==> config.mk <==
export PLATFORM = sky130hd
export DESIGN_NAME = pmc_regs
export DESIGN_NICKNAME = d
export VERILOG_FILES = /design/src/design/pmc_pkg.sv /design/src/design/pmc_hot_reset.sv /design/src/design/pmc_msg_writer.sv /design/src/design/pmc_regs.sv
export SDC_FILE = /design/constraint.sdc
export NUM_CORES = 1
export LEC_CHECK = 0
export BUFFER_PORTS_ARGS = -buffer_cell sky130_fd_sc_hd__buf_2
export CORE_MARGIN = 1.5
export CORE_UTILIZATION = 55
export CTS_BUF_LIST = sky130_fd_sc_hd__clkbuf_4
export CTS_CLUSTER_DIAMETER = 80
export DETAILED_ROUTE_END_ITERATION = 12
export PLACE_DENSITY = 0.84
export SYNTH_ARGS = -nofsm -noshare
export SYNTH_HDL_FRONTEND = slang
export SYNTH_SLANG_ARGS = --single-unit
export TNS_END_PERCENT = 20
==> constraint.sdc <==
create_clock -name clk_sys -period 4.6 [get_ports clk_sys]
set_input_delay 0.92 -clock clk_sys [delete_from_list [all_inputs] [get_ports clk_sys]]
set_output_delay 0.92 -clock clk_sys [all_outputs]
set_load 0.02 [all_outputs]
==> src/design/pmc_pkg.sv <==
// Constants, types and field layout of the power and message capability registers
package pmc_pkg;
  localparam logic [7:0]  OFS_PM_CTRL      = 8'h44;
  localparam logic [7:0]  OFS_MSG_CTRL     = 8'h4C;
  localparam logic [7:0]  OFS_MSG_ADDR_LO  = 8'h50;
  localparam logic [7:0]  OFS_MSG_ADDR_HI  = 8'h54;
  localparam logic [7:0]  OFS_MSG_DATA     = 8'h58;
  localparam int          POS_STATE        = 0;
  localparam int          POS_NO_SOFT_RST  = 3;
  localparam int          POS_EVT_EN       = 8;
  localparam int          POS_DATA_SEL     = 9;
  localparam int          POS_DATA_SCALE   = 13;
  localparam int          POS_EVT_STATUS   = 15;
  localparam int          POS_DATA_BYTE    = 24;
  localparam int          POS_MSG_EN       = 16;
  localparam int          POS_MULTI_EN     = 20;
  localparam int          POS_ADDR64       = 23;
  localparam logic [7:0]  MSG_CAP_ID       = 8'h05;
  localparam logic [7:0]  MSG_NEXT_PTR     = 8'h64;
  localparam logic [1:0]  ST_D0            = 2'h0;
  localparam logic [1:0]  ST_D3HOT         = 2'h3;
  localparam logic        NO_SOFT_RST_RST  = 1'h1;
  localparam logic [7:0]  DATA_BYTE_RST    = 8'h00;
  localparam logic        ADDR64_CAPABLE   = 1'h1;
  localparam logic [29:0] ADDR_LO_RST      = 30'h00000000;
  localparam logic [31:0] ADDR_HI_RST      = 32'h00000000;
  localparam logic [15:0] MSG_DATA_RST     = 16'h0000;
  localparam int          HOT_RST_NS       = 16;
  localparam int          CLK_NS           = 4;
  localparam logic [3:0]  HOT_RST_CYC      = 4'((HOT_RST_NS + CLK_NS - 1) / CLK_NS);

  typedef struct packed {
    logic        valid;
    logic [7:0]  offset;
    logic        write;
    logic [3:0]  byte_en;
    logic [31:0] wdata;
  } pmc_cfg_req_t;

  typedef struct packed {
    logic [63:0] address;
    logic [15:0] data;
  } pmc_msg_wr_t;

  typedef enum logic [1:0] {
    PMC_MS_IDLE = 2'h0,
    PMC_MS_SEND = 2'h1,
    PMC_MS_DONE = 2'h3
  } pmc_msg_state_t;
endpackage

==> src/design/pmc_hot_reset.sv <==
// Hot reset pulse generator for the leave-hot-off transition
`timescale 1ns/1ns
module pmc_hot_reset (
  input  wire logic clk_sys,
  input  wire logic rst_n,
  input  wire logic clk_en,
  input  wire logic trigger,
  output logic      hot_reset
);
  logic [3:0] count;

  always_ff @(posedge clk_sys) begin
    if (!rst_n) begin
      count <= 4'h0;
    end else if (clk_en) begin
      if (trigger) begin
        count <= pmc_pkg::HOT_RST_CYC;
      end else if (count != 4'h0) begin
        count <= count - 4'h1;
      end
    end
  end

  assign hot_reset = (count != 4'h0);
endmodule

==> src/design/pmc_msg_writer.sv <==
// Issues message memory writes on interrupt requests; requests that arrive while one is pending merge into one write
`timescale 1ns/1ns
module pmc_msg_writer (
  input  wire logic                 clk_sys,
  input  wire logic                 rst_n,
  input  wire logic                 clk_en,
  input  wire logic                 enable,
  input  wire logic                 request,
  input  wire pmc_pkg::pmc_msg_wr_t target,
  output pmc_pkg::pmc_msg_wr_t      wr,
  output logic                      wr_valid,
  input  wire logic                 wr_ready
);
  pmc_pkg::pmc_msg_state_t state;
  pmc_pkg::pmc_msg_state_t next_state;
  logic                    pending;

  always_comb begin
    next_state = state;
    case (state)
      pmc_pkg::PMC_MS_IDLE: if (enable && (request || pending)) next_state = pmc_pkg::PMC_MS_SEND;
      pmc_pkg::PMC_MS_SEND: if (wr_ready) next_state = pmc_pkg::PMC_MS_DONE;
      pmc_pkg::PMC_MS_DONE: next_state = pmc_pkg::PMC_MS_IDLE;
      default:              next_state = pmc_pkg::PMC_MS_IDLE;
    endcase
  end

  // Request arriving mid-write is held, not lost
  always_ff @(posedge clk_sys) begin
    if (!rst_n) begin
      state   <= pmc_pkg::PMC_MS_IDLE;
      pending <= 1'b0;
      wr      <= '0;
    end else if (clk_en) begin
      state <= next_state;
      if (request && state != pmc_pkg::PMC_MS_IDLE) begin
        pending <= 1'b1;
      end else if (next_state == pmc_pkg::PMC_MS_SEND && state == pmc_pkg::PMC_MS_IDLE) begin
        pending <= 1'b0;
      end
      if (state == pmc_pkg::PMC_MS_IDLE && next_state == pmc_pkg::PMC_MS_SEND) begin
        wr <= target;
      end
    end
  end

  assign wr_valid = (state == pmc_pkg::PMC_MS_SEND);

  a_one_write_each: assert property (@(posedge clk_sys) disable iff (!rst_n)
    (wr_valid && wr_ready && clk_en) |=> !wr_valid)
    else $error("message write repeated");
  a_write_needs_enable: assert property (@(posedge clk_sys) disable iff (!rst_n)
    ($rose(wr_valid)) |-> $past(enable))
    else $error("message write while disabled");
endmodule

==> src/design/pmc_regs.sv <==
// Power management control and message interrupt capability register bank
`timescale 1ns/1ns
module pmc_regs (
  input  wire logic                  clk_sys,
  input  wire logic                  rst_n,
  input  wire logic                  clk_en,
  input  wire pmc_pkg::pmc_cfg_req_t cfg_req,
  output logic [31:0]                cfg_rdata,
  output logic                       cfg_rvalid,
  input  wire logic                  is_downstream,
  input  wire logic                  strap_load,
  input  wire logic                  strap_no_soft_reset,
  input  wire logic [7:0]            strap_data_byte,
  input  wire logic                  port_irq,
  output logic [1:0]                 power_state,
  output logic                       power_event_msg_enable,
  output logic                       internal_reset,
  output logic                       downstream_reset_out_n,
  output logic                       legacy_irq_n,
  output pmc_pkg::pmc_msg_wr_t       msg_wr,
  output logic                       msg_wr_valid,
  input  wire logic                  msg_wr_ready
);
  logic [1:0]  pm_state;
  logic        no_soft_reset;
  logic        evt_en;
  logic [3:0]  data_sel;
  logic [7:0]  data_byte;
  logic        interrupt_message_enable;
  logic [2:0]  multi_en;
  logic [29:0] addr_lo;
  logic [31:0] addr_hi;
  logic [15:0] msg_data;
  logic        hot_reset;

  function automatic logic [31:0] merge_bytes(input logic [31:0] old_v, input logic [31:0] new_v,
                                                input logic [3:0] be);
    logic [31:0] r;
    r = old_v;
    for (int i = 0; i < 4; i++) begin
      if (be[i]) r[i*8 +: 8] = new_v[i*8 +: 8];
    end
    return r;
  endfunction

  wire logic        wr_any   = cfg_req.valid && cfg_req.write && clk_en;
  wire logic        hit_pm   = (cfg_req.offset == pmc_pkg::OFS_PM_CTRL);
  // Message block exists only on downstream ports
  wire logic        hit_mc   = is_downstream && (cfg_req.offset == pmc_pkg::OFS_MSG_CTRL);
  wire logic        hit_alo  = is_downstream && (cfg_req.offset == pmc_pkg::OFS_MSG_ADDR_LO);
  wire logic        hit_ahi  = is_downstream && (cfg_req.offset == pmc_pkg::OFS_MSG_ADDR_HI);
  wire logic        hit_dat  = is_downstream && (cfg_req.offset == pmc_pkg::OFS_MSG_DATA);

  // Power word: bridge bits and event status held at zero
  wire logic [31:0] pm_word  = {data_byte, 8'h00, 1'b0, 2'b00, data_sel, evt_en, 4'h0,
                                no_soft_reset, 1'b0, pm_state};
  wire logic [31:0] mc_word  = {8'h00, pmc_pkg::ADDR64_CAPABLE, multi_en, 3'b000, interrupt_message_enable,
                                pmc_pkg::MSG_NEXT_PTR, pmc_pkg::MSG_CAP_ID};
  wire logic [31:0] alo_word = {addr_lo, 2'b00};
  wire logic [31:0] dat_word = {16'h0000, msg_data};

  wire logic [31:0] pm_new   = merge_bytes(pm_word, cfg_req.wdata, cfg_req.byte_en);
  wire logic [31:0] mc_new   = merge_bytes(mc_word, cfg_req.wdata, cfg_req.byte_en);
  wire logic [31:0] alo_new  = merge_bytes(alo_word, cfg_req.wdata, cfg_req.byte_en);
  wire logic [31:0] ahi_new  = merge_bytes(addr_hi, cfg_req.wdata, cfg_req.byte_en);
  wire logic [31:0] dat_new  = merge_bytes(dat_word, cfg_req.wdata, cfg_req.byte_en);

  wire logic        pm_wr    = wr_any && hit_pm;
  wire logic [1:0]  st_new   = pm_new[pmc_pkg::POS_STATE +: 2];
  wire logic        leave_d3 = pm_wr && (pm_state == pmc_pkg::ST_D3HOT) && (st_new == pmc_pkg::ST_D0);
  // Suppression flag decides whether the hot reset happens at all
  wire logic        do_reset = leave_d3 && !no_soft_reset;

  // Config-space control; a hot reset returns it to defaults
  always_ff @(posedge clk_sys) begin
    if (!rst_n) begin
      pm_state                 <= pmc_pkg::ST_D0;
      data_sel                 <= 4'h0;
      interrupt_message_enable <= 1'b0;
      multi_en                 <= 3'b000;
      addr_lo                  <= pmc_pkg::ADDR_LO_RST;
      addr_hi                  <= pmc_pkg::ADDR_HI_RST;
      msg_data                 <= pmc_pkg::MSG_DATA_RST;
    end else if (clk_en) begin
      if (hot_reset) begin
        pm_state                 <= pmc_pkg::ST_D0;
        data_sel                 <= 4'h0;
        interrupt_message_enable <= 1'b0;
        multi_en                 <= 3'b000;
        addr_lo                  <= pmc_pkg::ADDR_LO_RST;
        addr_hi                  <= pmc_pkg::ADDR_HI_RST;
        msg_data                 <= pmc_pkg::MSG_DATA_RST;
      end else if (cfg_req.valid && cfg_req.write) begin
        if (hit_pm) begin
          pm_state <= st_new;
          data_sel <= pm_new[pmc_pkg::POS_DATA_SEL +: 4];
        end
        if (hit_mc) begin
          interrupt_message_enable <= mc_new[pmc_pkg::POS_MSG_EN];
          multi_en                 <= mc_new[pmc_pkg::POS_MULTI_EN +: 3];
        end
        if (hit_alo) addr_lo <= alo_new[31:2];
        if (hit_ahi) addr_hi <= ahi_new;
        if (hit_dat) msg_data <= dat_new[15:0];
      end
    end
  end

  // Sticky enable survives hot reset; cleared by rst_n or by a power-word write of 0
  always_ff @(posedge clk_sys) begin
    if (!rst_n) begin
      evt_en <= 1'b0;
    end else if (clk_en && pm_wr && !hot_reset) begin
      evt_en <= pm_new[pmc_pkg::POS_EVT_EN];
    end
  end

  // Strap values caught after reset release, never under reset
  always_ff @(posedge clk_sys) begin
    if (!rst_n) begin
      no_soft_reset <= pmc_pkg::NO_SOFT_RST_RST;
      data_byte     <= pmc_pkg::DATA_BYTE_RST;
    end else if (clk_en && strap_load) begin
      no_soft_reset <= strap_no_soft_reset;
      data_byte     <= strap_data_byte;
    end
  end

  always_ff @(posedge clk_sys) begin
    if (!rst_n) begin
      cfg_rdata  <= 32'h00000000;
      cfg_rvalid <= 1'b0;
    end else if (clk_en) begin
      cfg_rvalid <= cfg_req.valid && !cfg_req.write;
      cfg_rdata  <= hit_pm  ? pm_word  :
                    hit_mc  ? mc_word  :
                    hit_alo ? alo_word :
                    hit_ahi ? addr_hi  :
                    hit_dat ? dat_word : 32'h00000000;
    end
  end

  pmc_hot_reset u_hot_reset (
    .clk_sys   (clk_sys),
    .rst_n     (rst_n),
    .clk_en    (clk_en),
    .trigger   (do_reset),
    .hot_reset (hot_reset)
  );

  // Upper word counts only when 64-bit addressing is advertised
  wire pmc_pkg::pmc_msg_wr_t target = '{
    address: {pmc_pkg::ADDR64_CAPABLE ? addr_hi : 32'h00000000, addr_lo, 2'b00},
    data:    msg_data};

  pmc_msg_writer u_msg_writer (
    .clk_sys  (clk_sys),
    .rst_n    (rst_n),
    .clk_en   (clk_en),
    .enable   (interrupt_message_enable && is_downstream),
    .request  (port_irq && interrupt_message_enable),
    .target   (target),
    .wr       (msg_wr),
    .wr_valid (msg_wr_valid),
    .wr_ready (msg_wr_ready)
  );

  assign power_state            = pm_state;
  assign power_event_msg_enable = evt_en;
  assign internal_reset         = hot_reset;
  assign downstream_reset_out_n = 1'b1;
  // Legacy line silenced whenever messages are enabled
  assign legacy_irq_n           = !(port_irq && !interrupt_message_enable);

  a_hot_reset_fires: assert property (@(posedge clk_sys) disable iff (!rst_n)
    (clk_en && do_reset) |=> internal_reset)
    else $error("hot reset missing on leaving hot-off");
  a_no_soft_reset: assert property (@(posedge clk_sys) disable iff (!rst_n)
    (clk_en && leave_d3 && no_soft_reset && !internal_reset) |=> !internal_reset)
    else $error("reset performed while suppressed");
  a_dwn_reset_idle: assert property (@(posedge clk_sys) disable iff (!rst_n)
    internal_reset |-> downstream_reset_out_n)
    else $error("downstream reset driven during hot reset");
  a_state_write: assert property (@(posedge clk_sys) disable iff (!rst_n)
    (clk_en && pm_wr && !hot_reset && !do_reset) |=> power_state == $past(st_new))
    else $error("power state not written");
  a_status_zero: assert property (@(posedge clk_sys) disable iff (!rst_n)
    (cfg_rvalid && $past(hit_pm)) |-> (cfg_rdata[15] == 1'b0 && cfg_rdata[23:22] == 2'b00))
    else $error("hardwired power bits nonzero");
  a_cap_header: assert property (@(posedge clk_sys) disable iff (!rst_n)
    (cfg_rvalid && $past(hit_mc)) |-> (cfg_rdata[15:0] == 16'h6405 && cfg_rdata[23]))
    else $error("message header wrong");
  a_addr_aligned: assert property (@(posedge clk_sys) disable iff (!rst_n)
    msg_wr_valid |-> (msg_wr.address[1:0] == 2'b00))
    else $error("message address not aligned");
  a_evt_sticky: assert property (@(posedge clk_sys) disable iff (!rst_n)
    (!pm_wr) |=> (power_event_msg_enable == $past(power_event_msg_enable)))
    else $error("event enable changed without write");
  a_legacy_blocked: assert property (@(posedge clk_sys) disable iff (!rst_n)
    interrupt_message_enable |-> legacy_irq_n)
    else $error("legacy interrupt while messaging");
  a_freeze_state: assert property (@(posedge clk_sys) disable iff (!rst_n)
    (!clk_en) |=> (power_state == $past(power_state) && cfg_rdata == $past(cfg_rdata)))
    else $error("state changed while clock enable low");
endmodule

==> run_summary.xml, run 1 <==
<?xml version="1.0" encoding="UTF-8"?>
<metrics>
  <group name="floorplan">
    <metric name="design.core.area" unit="um^2">15400</metric>
    <metric name="rows" unit="">45</metric>
    <metric name="initial_utilization" unit="">0.569</metric>
    <metric name="chipWidth" unit="um">129</metric>
    <metric name="die_h" unit="um">129</metric>
    <metric name="num_io_pins" unit="">182</metric>
    <metric name="fp.dieArea" unit="um^2">16700</metric>
  </group>
  <group name="sta">
    <metric name="timing_worst_slew_pin_value" unit="ps">1010</metric>
    <metric name="totalNegativeSetupSlack" unit="ps">0</metric>
    <metric name="final_clock_skew" unit="ps">45.1</metric>
    <metric name="grt_setup_unrepaired" unit="">no</metric>
    <metric name="maxClockFrequency" unit="MHz">374</metric>
    <metric name="report.final.slew_viol_count" unit="">0</metric>
    <metric name="worst_slack" unit="ps">1920</metric>
    <metric name="slew-limit-headroom" unit="">0.329</metric>
    <metric name="hold_slack" unit="ps">450</metric>
    <metric name="report.final.hold_viol_count" unit="">0</metric>
    <metric name="timing.final.crit_share" unit="">0.582</metric>
    <metric name="layout_min_cycle_time" unit="ps">2680</metric>
    <metric name="timing.final.setup_violations" unit="">0</metric>
  </group>
  <group name="clock_tree">
    <metric name="cts_buffers" unit="">54</metric>
    <metric name="cts_tree" unit="">done</metric>
    <metric name="cts_htree_levels" unit="">2</metric>
    <metric name="worst_setup_hold_path_clk_slew" unit="ps">70</metric>
    <metric name="cts_resized" unit="">0</metric>
    <metric name="clock_sinks" unit="">216</metric>
    <metric name="clk-insertion-delay-late" unit="ps">680</metric>
    <metric name="clock_path_buffers" unit="">3</metric>
    <metric name="post-cts-setup-buffer-count" unit="">0</metric>
    <metric name="root_buffer" unit="">clkbuf_4</metric>
    <metric name="cts_hold_buffers" unit="">0</metric>
  </group>
  <group name="grt">
    <metric name="antenna_found_initial" unit="">1</metric>
    <metric name="global_route.usage.total" unit="">0.302</metric>
    <metric name="overflow" unit="">0</metric>
    <metric name="global_route_wire_length_before_repair" unit="um">39900</metric>
    <metric name="grt_max_degree" unit="">64</metric>
    <metric name="via_count_of_the_first_global_routing_pass" unit="">7803</metric>
  </group>
  <group name="place">
    <metric name="port_buffers" unit="">178</metric>
    <metric name="gp_congestion" unit="">0.966</metric>
    <metric name="pre_cts_slack" unit="ps">1350</metric>
    <metric name="postPlaceCellArea" unit="um^2">9690</metric>
    <metric name="hpwl" unit="um">17800</metric>
  </group>
  <group name="cells_and_area">
    <metric name="post-route-cell-area" unit="um^2">10400</metric>
    <metric name="area_growth_syn_to_layout" unit="%">18.5</metric>
    <metric name="finish.net_count" unit="">1256</metric>
    <metric name="post_route_cells_drive_above_1_share" unit="">0.242</metric>
  </group>
  <group name="route">
    <metric name="route.final.wire_length" unit="um">25200</metric>
    <metric name="vias" unit="">8429</metric>
    <metric name="final_antenna_net_count" unit="">0</metric>
    <metric name="drt-pass1-iter-count" unit="">7</metric>
    <metric name="dr.first_iter.drc_count" unit="">731</metric>
    <metric name="route.detailed.drc" unit="">0</metric>
    <metric name="viasPerCell" unit="">5.86</metric>
    <metric name="wl_per_cell" unit="um">17.6</metric>
  </group>
  <group name="synth">
    <metric name="yosys.cell_types.count" unit="">68</metric>
    <metric name="ys.flop_type" unit="">dfxtp_1</metric>
    <metric name="synth.yosys.warnings" unit="">0</metric>
    <metric name="synthCells" unit="">1021</metric>
    <metric name="synth_async_sr_flop_share" unit="">0</metric>
    <metric name="postSynthRegisterBits" unit="">216</metric>
    <metric name="seq_area_frac_synth" unit="">0.494</metric>
    <metric name="synthesis.area" unit="um^2">8750</metric>
    <metric name="synthesis.area_per_instance" unit="um^2">8.57</metric>
    <metric name="number_of_flops_mapped_to_enable_cells_by_yosys" unit="">0</metric>
  </group>
  <group name="min_path">
    <metric name="worst_hold_startpoint" unit="">u_msg_writer.wr[9]</metric>
    <metric name="min_path_type" unit="">reg2reg</metric>
    <metric name="hold_critical_path_depth" unit="">2</metric>
    <metric name="worstHoldEndpoint" unit="">u_msg_writer.wr[9]</metric>
  </group>
  <group name="critical_path">
    <metric name="cp_cell_sequence" unit="">inv_1 &gt; ha_1 &gt; nor3b_2 &gt; inv_1 &gt; buf_2</metric>
    <metric name="worst_r2r_endpoint" unit="">addr_lo[25]</metric>
    <metric name="cp.arrival" unit="ps">1760</metric>
    <metric name="cpLargestDelayFamily" unit="">buffers and inverters</metric>
    <metric name="cp_data_required_time" unit="ps">3680</metric>
    <metric name="regToRegStartpoint" unit="">u_hot_reset.count[0]</metric>
    <metric name="setup.worst_path.class" unit="">reg2out</metric>
    <metric name="slowest_delay" unit="ps">340</metric>
    <metric name="cp_common_cell" unit="">inv_1</metric>
    <metric name="end_kind" unit="">primary output</metric>
    <metric name="rr_worst_depth" unit="">7</metric>
    <metric name="critical_path_buf_inv_count" unit="">3</metric>
    <metric name="setup.worst_path.start_class" unit="">flip-flop</metric>
    <metric name="ff2ff_setup_slack" unit="ps">2240</metric>
    <metric name="timing.critical_path.slowest_stage_cell" unit="">dfxtp_1</metric>
    <metric name="crit_fanout" unit="">4</metric>
  </group>
  <group name="power">
    <metric name="ir_drop" unit="V">0.000285</metric>
    <metric name="p_per_area" unit="nW/um^2">390</metric>
    <metric name="static-leakage-power" unit="nW">4.18</metric>
  </group>
  <group name="flow_run">
    <metric name="cap_viol_max_count" unit="">0</metric>
  </group>
  <group name="run_status">
    <metric name="run_status" unit="">finished, final reports clean</metric>
  </group>
</metrics>
## area by class of cell
| class | count | area, um^2 |
|---|---|---|
| clock inverter | 13 | 101 |
| antenna | 2 | 5.00 |
| clock buffer | 75 | 563 |
| inverter | 18 | 68.8 |
| multi-input combinational | 713 | 4060 |
| tap | 211 | 264 |
| sequential | 216 | 4320 |
| timing repair buffer | 190 | 981 |
| fill | 1273 | 5010 |
## per-layer routing
metal / vias to the layer above / GRT usage / routed length, um
met5: - / 0 / 0
met4: 0 / 0.143 / 881
met3: 72 / 0.0727 / 2500
met2: 460 / 0.465 / 11300
met1: 3917 / 0.400 / 10600
li1: 3980 / - / -
## per-stage QoR
stage                util  power (mW)  instances
floorplan               -        2.30       1022
detailed placement  0.631        2.47       1348
finish              0.674        4.04       1438
global route        0.674        4.20       1437
global placement    0.631        2.46       1348
CTS                 0.674        4.04       1436
## kinds of logic (layout without fill, tap and decap cells)
| group | after synthesis | after routing | share of synthesized area |
|---|---|---|---|
| and+or+nand+nor | 395 | 395 | 0.210 |
| AOI/OAI and AO/OA | 287 | 287 | 0.219 |
| DFF | 216 | 216 | 0.494 |
| buffers and inverters | 93 | 296 | 0.0431 |
| muxes | 27 | 27 | 0.0312 |
| other | 2 | 5 | 0.000859 |
| adders and majority gates | 1 | 1 | 0.00143 |
## layout by cell type, fill, tap and decap left out, types with 5 or more instances in the layout
master     instances
a2bb2oi_1          9
inv_1             17
o22ai_1            5
o211ai_1           7
a221oi_1           7
buf_2            178
a21oi_1          119
nand4_1           24
clkbuf_4          75
o221ai_1           5
mux2i_1           25
and2_1            12
clkinv_1          11
nor2b_1           12
nand3_1           13
dfxtp_1          216
nand2_1          261
or2_2             10
a22o_1            38
a32o_1            16
nor2_1            25
a22oi_1            9
o21ai_0           31
buf_4             12
a31oi_1            7
## tightest hold or removal path, delay by kind of cell (launching register included)
family | cells | cell delay, ps
AND/OR/NAND/NOR | 1 | 50
AO/OA/AOI/OAI | 1 | 50
flip-flops | 1 | 300
## state kept, by name (all words and copies together) (netlist names)
name,flops
u_msg_writer.state,2
u_hot_reset.count,4
multi_en,3
addr_lo,30
addr_hi,32
no_soft_reset,1
data_byte,8
power_state,2
msg_data,16
u_msg_writer.pending,1
cfg_rvalid,1
u_msg_writer.wr,78
power_event_msg_enable,1
interrupt_message_enable,1
data_sel,4
cfg_rdata,32
## how the worst max path moves through the flow
stage | start | endpoint | depth (start not counted)
floorplan | cfg_req[44] | msg_data[10] | 5
global placement | rst_n | addr_hi[18] | 5
detailed placement | cfg_req[39] | u_hot_reset.count[0] | 6
CTS | u_hot_reset.count[0] | internal_reset | 5
global route | cfg_req[39] | u_hot_reset.count[0] | 6
finish | u_hot_reset.count[0] | internal_reset | 5
## cell usage after synthesis (all sizes together), types with 3 or more instances
| cell | number | share of area |
|---|---|---|
| a211oi | 4 | 0.0034 |
| a21oi | 123 | 0.072 |
| a221oi | 7 | 0.0070 |
| a22o | 38 | 0.038 |
| a22oi | 9 | 0.0077 |
| a2bb2oi | 9 | 0.0090 |
| a31oi | 7 | 0.0050 |
| a32o | 16 | 0.018 |
| and2 | 14 | 0.010 |
| buf | 20 | 0.012 |
| clkbuf | 55 | 0.024 |
| dfxtp | 216 | 0.49 |
| inv | 18 | 0.0077 |
| mux2i | 25 | 0.029 |
| nand2 | 261 | 0.11 |
| nand2b | 4 | 0.0029 |
| nand3 | 14 | 0.0086 |
| nand4 | 25 | 0.020 |
| nor2 | 25 | 0.011 |
| nor2b | 12 | 0.0086 |
| nor3 | 7 | 0.0066 |
| nor3b | 3 | 0.0031 |
| o211ai | 7 | 0.0060 |
| o21a | 4 | 0.0034 |
| o21ai | 32 | 0.018 |
| o221ai | 5 | 0.0050 |
| o22ai | 5 | 0.0036 |
| o2bb2ai | 4 | 0.0040 |
| o32ai | 3 | 0.0030 |
| or2 | 10 | 0.0072 |
## report_power, final
part	leakage, nW	total [mW]	internal [mW]	switching [mW]
registers	1.74	1.91	1.89	0.0169
logic	2.05	0.542	0.153	0.389
clock network	0.391	1.59	0.853	0.736
Power figures use the tool's default switching activity.
==> inputs of run 2 (changes only) <==
Clock period 4.6 ns to 2.8 ns, I/O delays scaled along.
==> run 2 against run 1 <==
Final area is 1.2% higher; combinational power is 69% higher; setup slack worse by 1500 ps; cell count is 1.5% higher; clock skew is 5.2 ps lower; register-to-register slack worse by 1600 ps; core utilization is 0.82 points higher; sequential cell count stayed put; largest cell class unchanged.
==> run_summary.xml, run 2 (synthesized netlist as in run 1, its figures left out) <==
<?xml version="1.0" encoding="UTF-8"?>
<metrics>
  <group name="floorplan">
    <metric name="rows" unit="">45</metric>
    <metric name="chipWidth" unit="um">129</metric>
    <metric name="design.core.area" unit="um^2">15400</metric>
    <metric name="fp.dieArea" unit="um^2">16700</metric>
    <metric name="initial_utilization" unit="">0.569</metric>
    <metric name="num_io_pins" unit="">182</metric>
    <metric name="die_h" unit="um">129</metric>
  </group>
  <group name="place">
    <metric name="port_buffers" unit="">178</metric>
    <metric name="hpwl" unit="um">18200</metric>
    <metric name="gp_congestion" unit="">0.999</metric>
  </group>
  <group name="route">
    <metric name="viasPerCell" unit="">5.88</metric>
    <metric name="route.final.wire_length" unit="um">25900</metric>
    <metric name="route.detailed.drc" unit="">0</metric>
    <metric name="drt-pass1-iter-count" unit="">5</metric>
    <metric name="final_antenna_net_count" unit="">0</metric>
    <metric name="wl_per_cell" unit="um">17.7</metric>
    <metric name="dr.first_iter.drc_count" unit="">785</metric>
    <metric name="vias" unit="">8591</metric>
  </group>
  <group name="power">
    <metric name="power.switching_fraction" unit="">0.290</metric>
    <metric name="internal_power" unit="mW">4.67</metric>
    <metric name="total_switching_power" unit="mW">1.91</metric>
    <metric name="power.share.combinational" unit="">0.140</metric>
    <metric name="p_per_area" unit="nW/um^2">627</metric>
    <metric name="static-leakage-power" unit="nW">4.27</metric>
    <metric name="power.sequential.fraction" unit="">0.476</metric>
    <metric name="clock_power_share" unit="">0.384</metric>
    <metric name="ir_drop" unit="V">0.000314</metric>
    <metric name="fin_total_pwr" unit="mW">6.58</metric>
  </group>
  <group name="clock_tree">
    <metric name="clk-insertion-delay-late" unit="ps">680</metric>
    <metric name="root_buffer" unit="">clkbuf_4</metric>
    <metric name="cts_resized" unit="">0</metric>
    <metric name="cts_hold_buffers" unit="">0</metric>
    <metric name="cts_tree" unit="">done</metric>
    <metric name="worst_setup_hold_path_clk_slew" unit="ps">70</metric>
    <metric name="cts_buffers" unit="">53</metric>
    <metric name="clock_sinks" unit="">216</metric>
    <metric name="clock_path_buffers" unit="">3</metric>
    <metric name="post-cts-setup-buffer-count" unit="">0</metric>
    <metric name="cts_htree_levels" unit="">2</metric>
  </group>
  <group name="sta">
    <metric name="totalNegativeSetupSlack" unit="ps">0</metric>
    <metric name="slew-limit-headroom" unit="">0.528</metric>
    <metric name="grt_setup_unrepaired" unit="">no</metric>
    <metric name="timing.final.setup_violations" unit="">0</metric>
    <metric name="report.final.hold_viol_count" unit="">0</metric>
    <metric name="final_clock_skew" unit="ps">39.9</metric>
    <metric name="report.final.slew_viol_count" unit="">0</metric>
    <metric name="timing_worst_slew_pin_value" unit="ps">708</metric>
    <metric name="timing.final.crit_share" unit="">0.836</metric>
    <metric name="layout_min_cycle_time" unit="ps">2340</metric>
    <metric name="maxClockFrequency" unit="MHz">427</metric>
  </group>
  <group name="cells_and_area">
    <metric name="biggestRegsByFlops" unit="">u_msg_writer.wr: 78 flops, addr_hi: 32 flops, cfg_rdata: 32 flops</metric>
    <metric name="largest_register_ffs" unit="">78</metric>
    <metric name="layout.cells.most_common_list" unit="">nand2_1 (261), dfxtp_1 (216), buf_2 (178)</metric>
    <metric name="largest-register" unit="">u_msg_writer.wr</metric>
    <metric name="finish.net_count" unit="">1271</metric>
    <metric name="post_route_cells_drive_above_1_share" unit="">0.256</metric>
    <metric name="layout.cells.most_common" unit="">nand2_1</metric>
    <metric name="area_growth_syn_to_layout" unit="%">19.9</metric>
    <metric name="final.fill_count" unit="">1268</metric>
  </group>
  <group name="grt">
    <metric name="antenna_found_initial" unit="">1</metric>
    <metric name="grt_max_degree" unit="">79</metric>
    <metric name="via_count_of_the_first_global_routing_pass" unit="">7765</metric>
    <metric name="global_route.usage.total" unit="">0.308</metric>
    <metric name="overflow" unit="">0</metric>
    <metric name="global_route_wire_length_before_repair" unit="um">40600</metric>
  </group>
  <group name="critical_path">
    <metric name="worst_setup_path_startpoint" unit="">u_hot_reset.count[0]</metric>
    <metric name="regToRegStartpoint" unit="">u_hot_reset.count[0]</metric>
    <metric name="setup.worst_path.class" unit="">reg2out</metric>
    <metric name="cp_data_required_time" unit="ps">2240</metric>
    <metric name="cp.arrival" unit="ps">1780</metric>
    <metric name="rr_worst_depth" unit="">8</metric>
    <metric name="setup.worst_path.start_class" unit="">flip-flop</metric>
    <metric name="crit_fanout" unit="">4</metric>
    <metric name="end_kind" unit="">primary output</metric>
  </group>
  <group name="run_status">
    <metric name="run_status" unit="">finished, final reports clean</metric>
  </group>
  <group name="min_path">
    <metric name="min_path_type" unit="">in2reg</metric>
    <metric name="hold_critical_path_depth" unit="">2</metric>
    <metric name="worst_hold_startpoint" unit="">cfg_req[23]</metric>
  </group>
  <group name="flow_run">
    <metric name="cap_viol_max_count" unit="">0</metric>
  </group>
</metrics>
-- run 2: cell count changes in the layout (fill, tap and decap cells not counted) --
cell	delta
inv_2	+2
clkinvlp_4	+1
buf_4	+15
bufinv_16	-2
clkbuf_4	+5
buf_12	+1
clkinv_2	+1
clkinv_1	-1
-- run 2: metal layers --
| metal | vias to the layer above | share of wire | track usage |
|---|---|---|---|
| met5 | - | 0 | 0 |
| met4 | 0 | 0.032 | 0.128 |
| met3 | 72 | 0.11 | 0.0842 |
| met2 | 509 | 0.45 | 0.482 |
| met1 | 3994 | 0.41 | 0.404 |
| li1 | 4016 | - | - |
-- run 2: worst paths after layout --
check	endpoint	slack, ps
worst min-delay path	addr_hi[23]	110
worst min register to register	u_msg_writer.wr[30]	450
worst max-delay path	internal_reset	460
worst max register to register	addr_lo[9]	690
-- run 2: power by group through the flow --
stage          Clock (mW)  Combinational [mW]  Sequential, mW
5_1_grt              2.74               0.970            3.13
6_report             2.53               0.918            3.13
3_3_place_gp            0               0.877            3.20
3_5_place_dp            0               0.887            3.20
4_1_cts              2.56               0.890            3.13
2_1_floorplan           0               0.583            3.20
-- run 2: through the flow --
stage	instances	worst slack, ps	area (um^2)	utilization	hold slack, ps
2_1_floorplan	1022	806	8750	-	432
3_3_place_gp	1364	407	9830	0.639	441
3_5_place_dp	1364	354	9830	0.639	443
4_1_cts	1458	478	10500	0.682	78.7
5_1_grt	1459	391	10500	0.682	74.8
6_report	1460	458	10500	0.682	109
-- run 2: area by class of cell --
type / count / area [um^2] / share of cell area
Tap cell: 211 / 264 / 0.0252
Multi-Input combinational cell: 713 / 4060 / 0.387
Clock inverter: 14 / 57.6 / 0.00549
Antenna cell: 2 / 5.00 / 0.000477
Inverter: 18 / 68.8 / 0.00656
Sequential cell: 216 / 4320 / 0.412
Timing Repair Buffer: 206 / 1110 / 0.106
Clock buffer: 80 / 601 / 0.0573
-- run 2: worst max-delay path, stage by stage (launching register included) --
cell	delay (ps)
dfxtp_1	370
inv_1	70
ha_1	230
nor3b_2	180
inv_1	100
buf_2	180
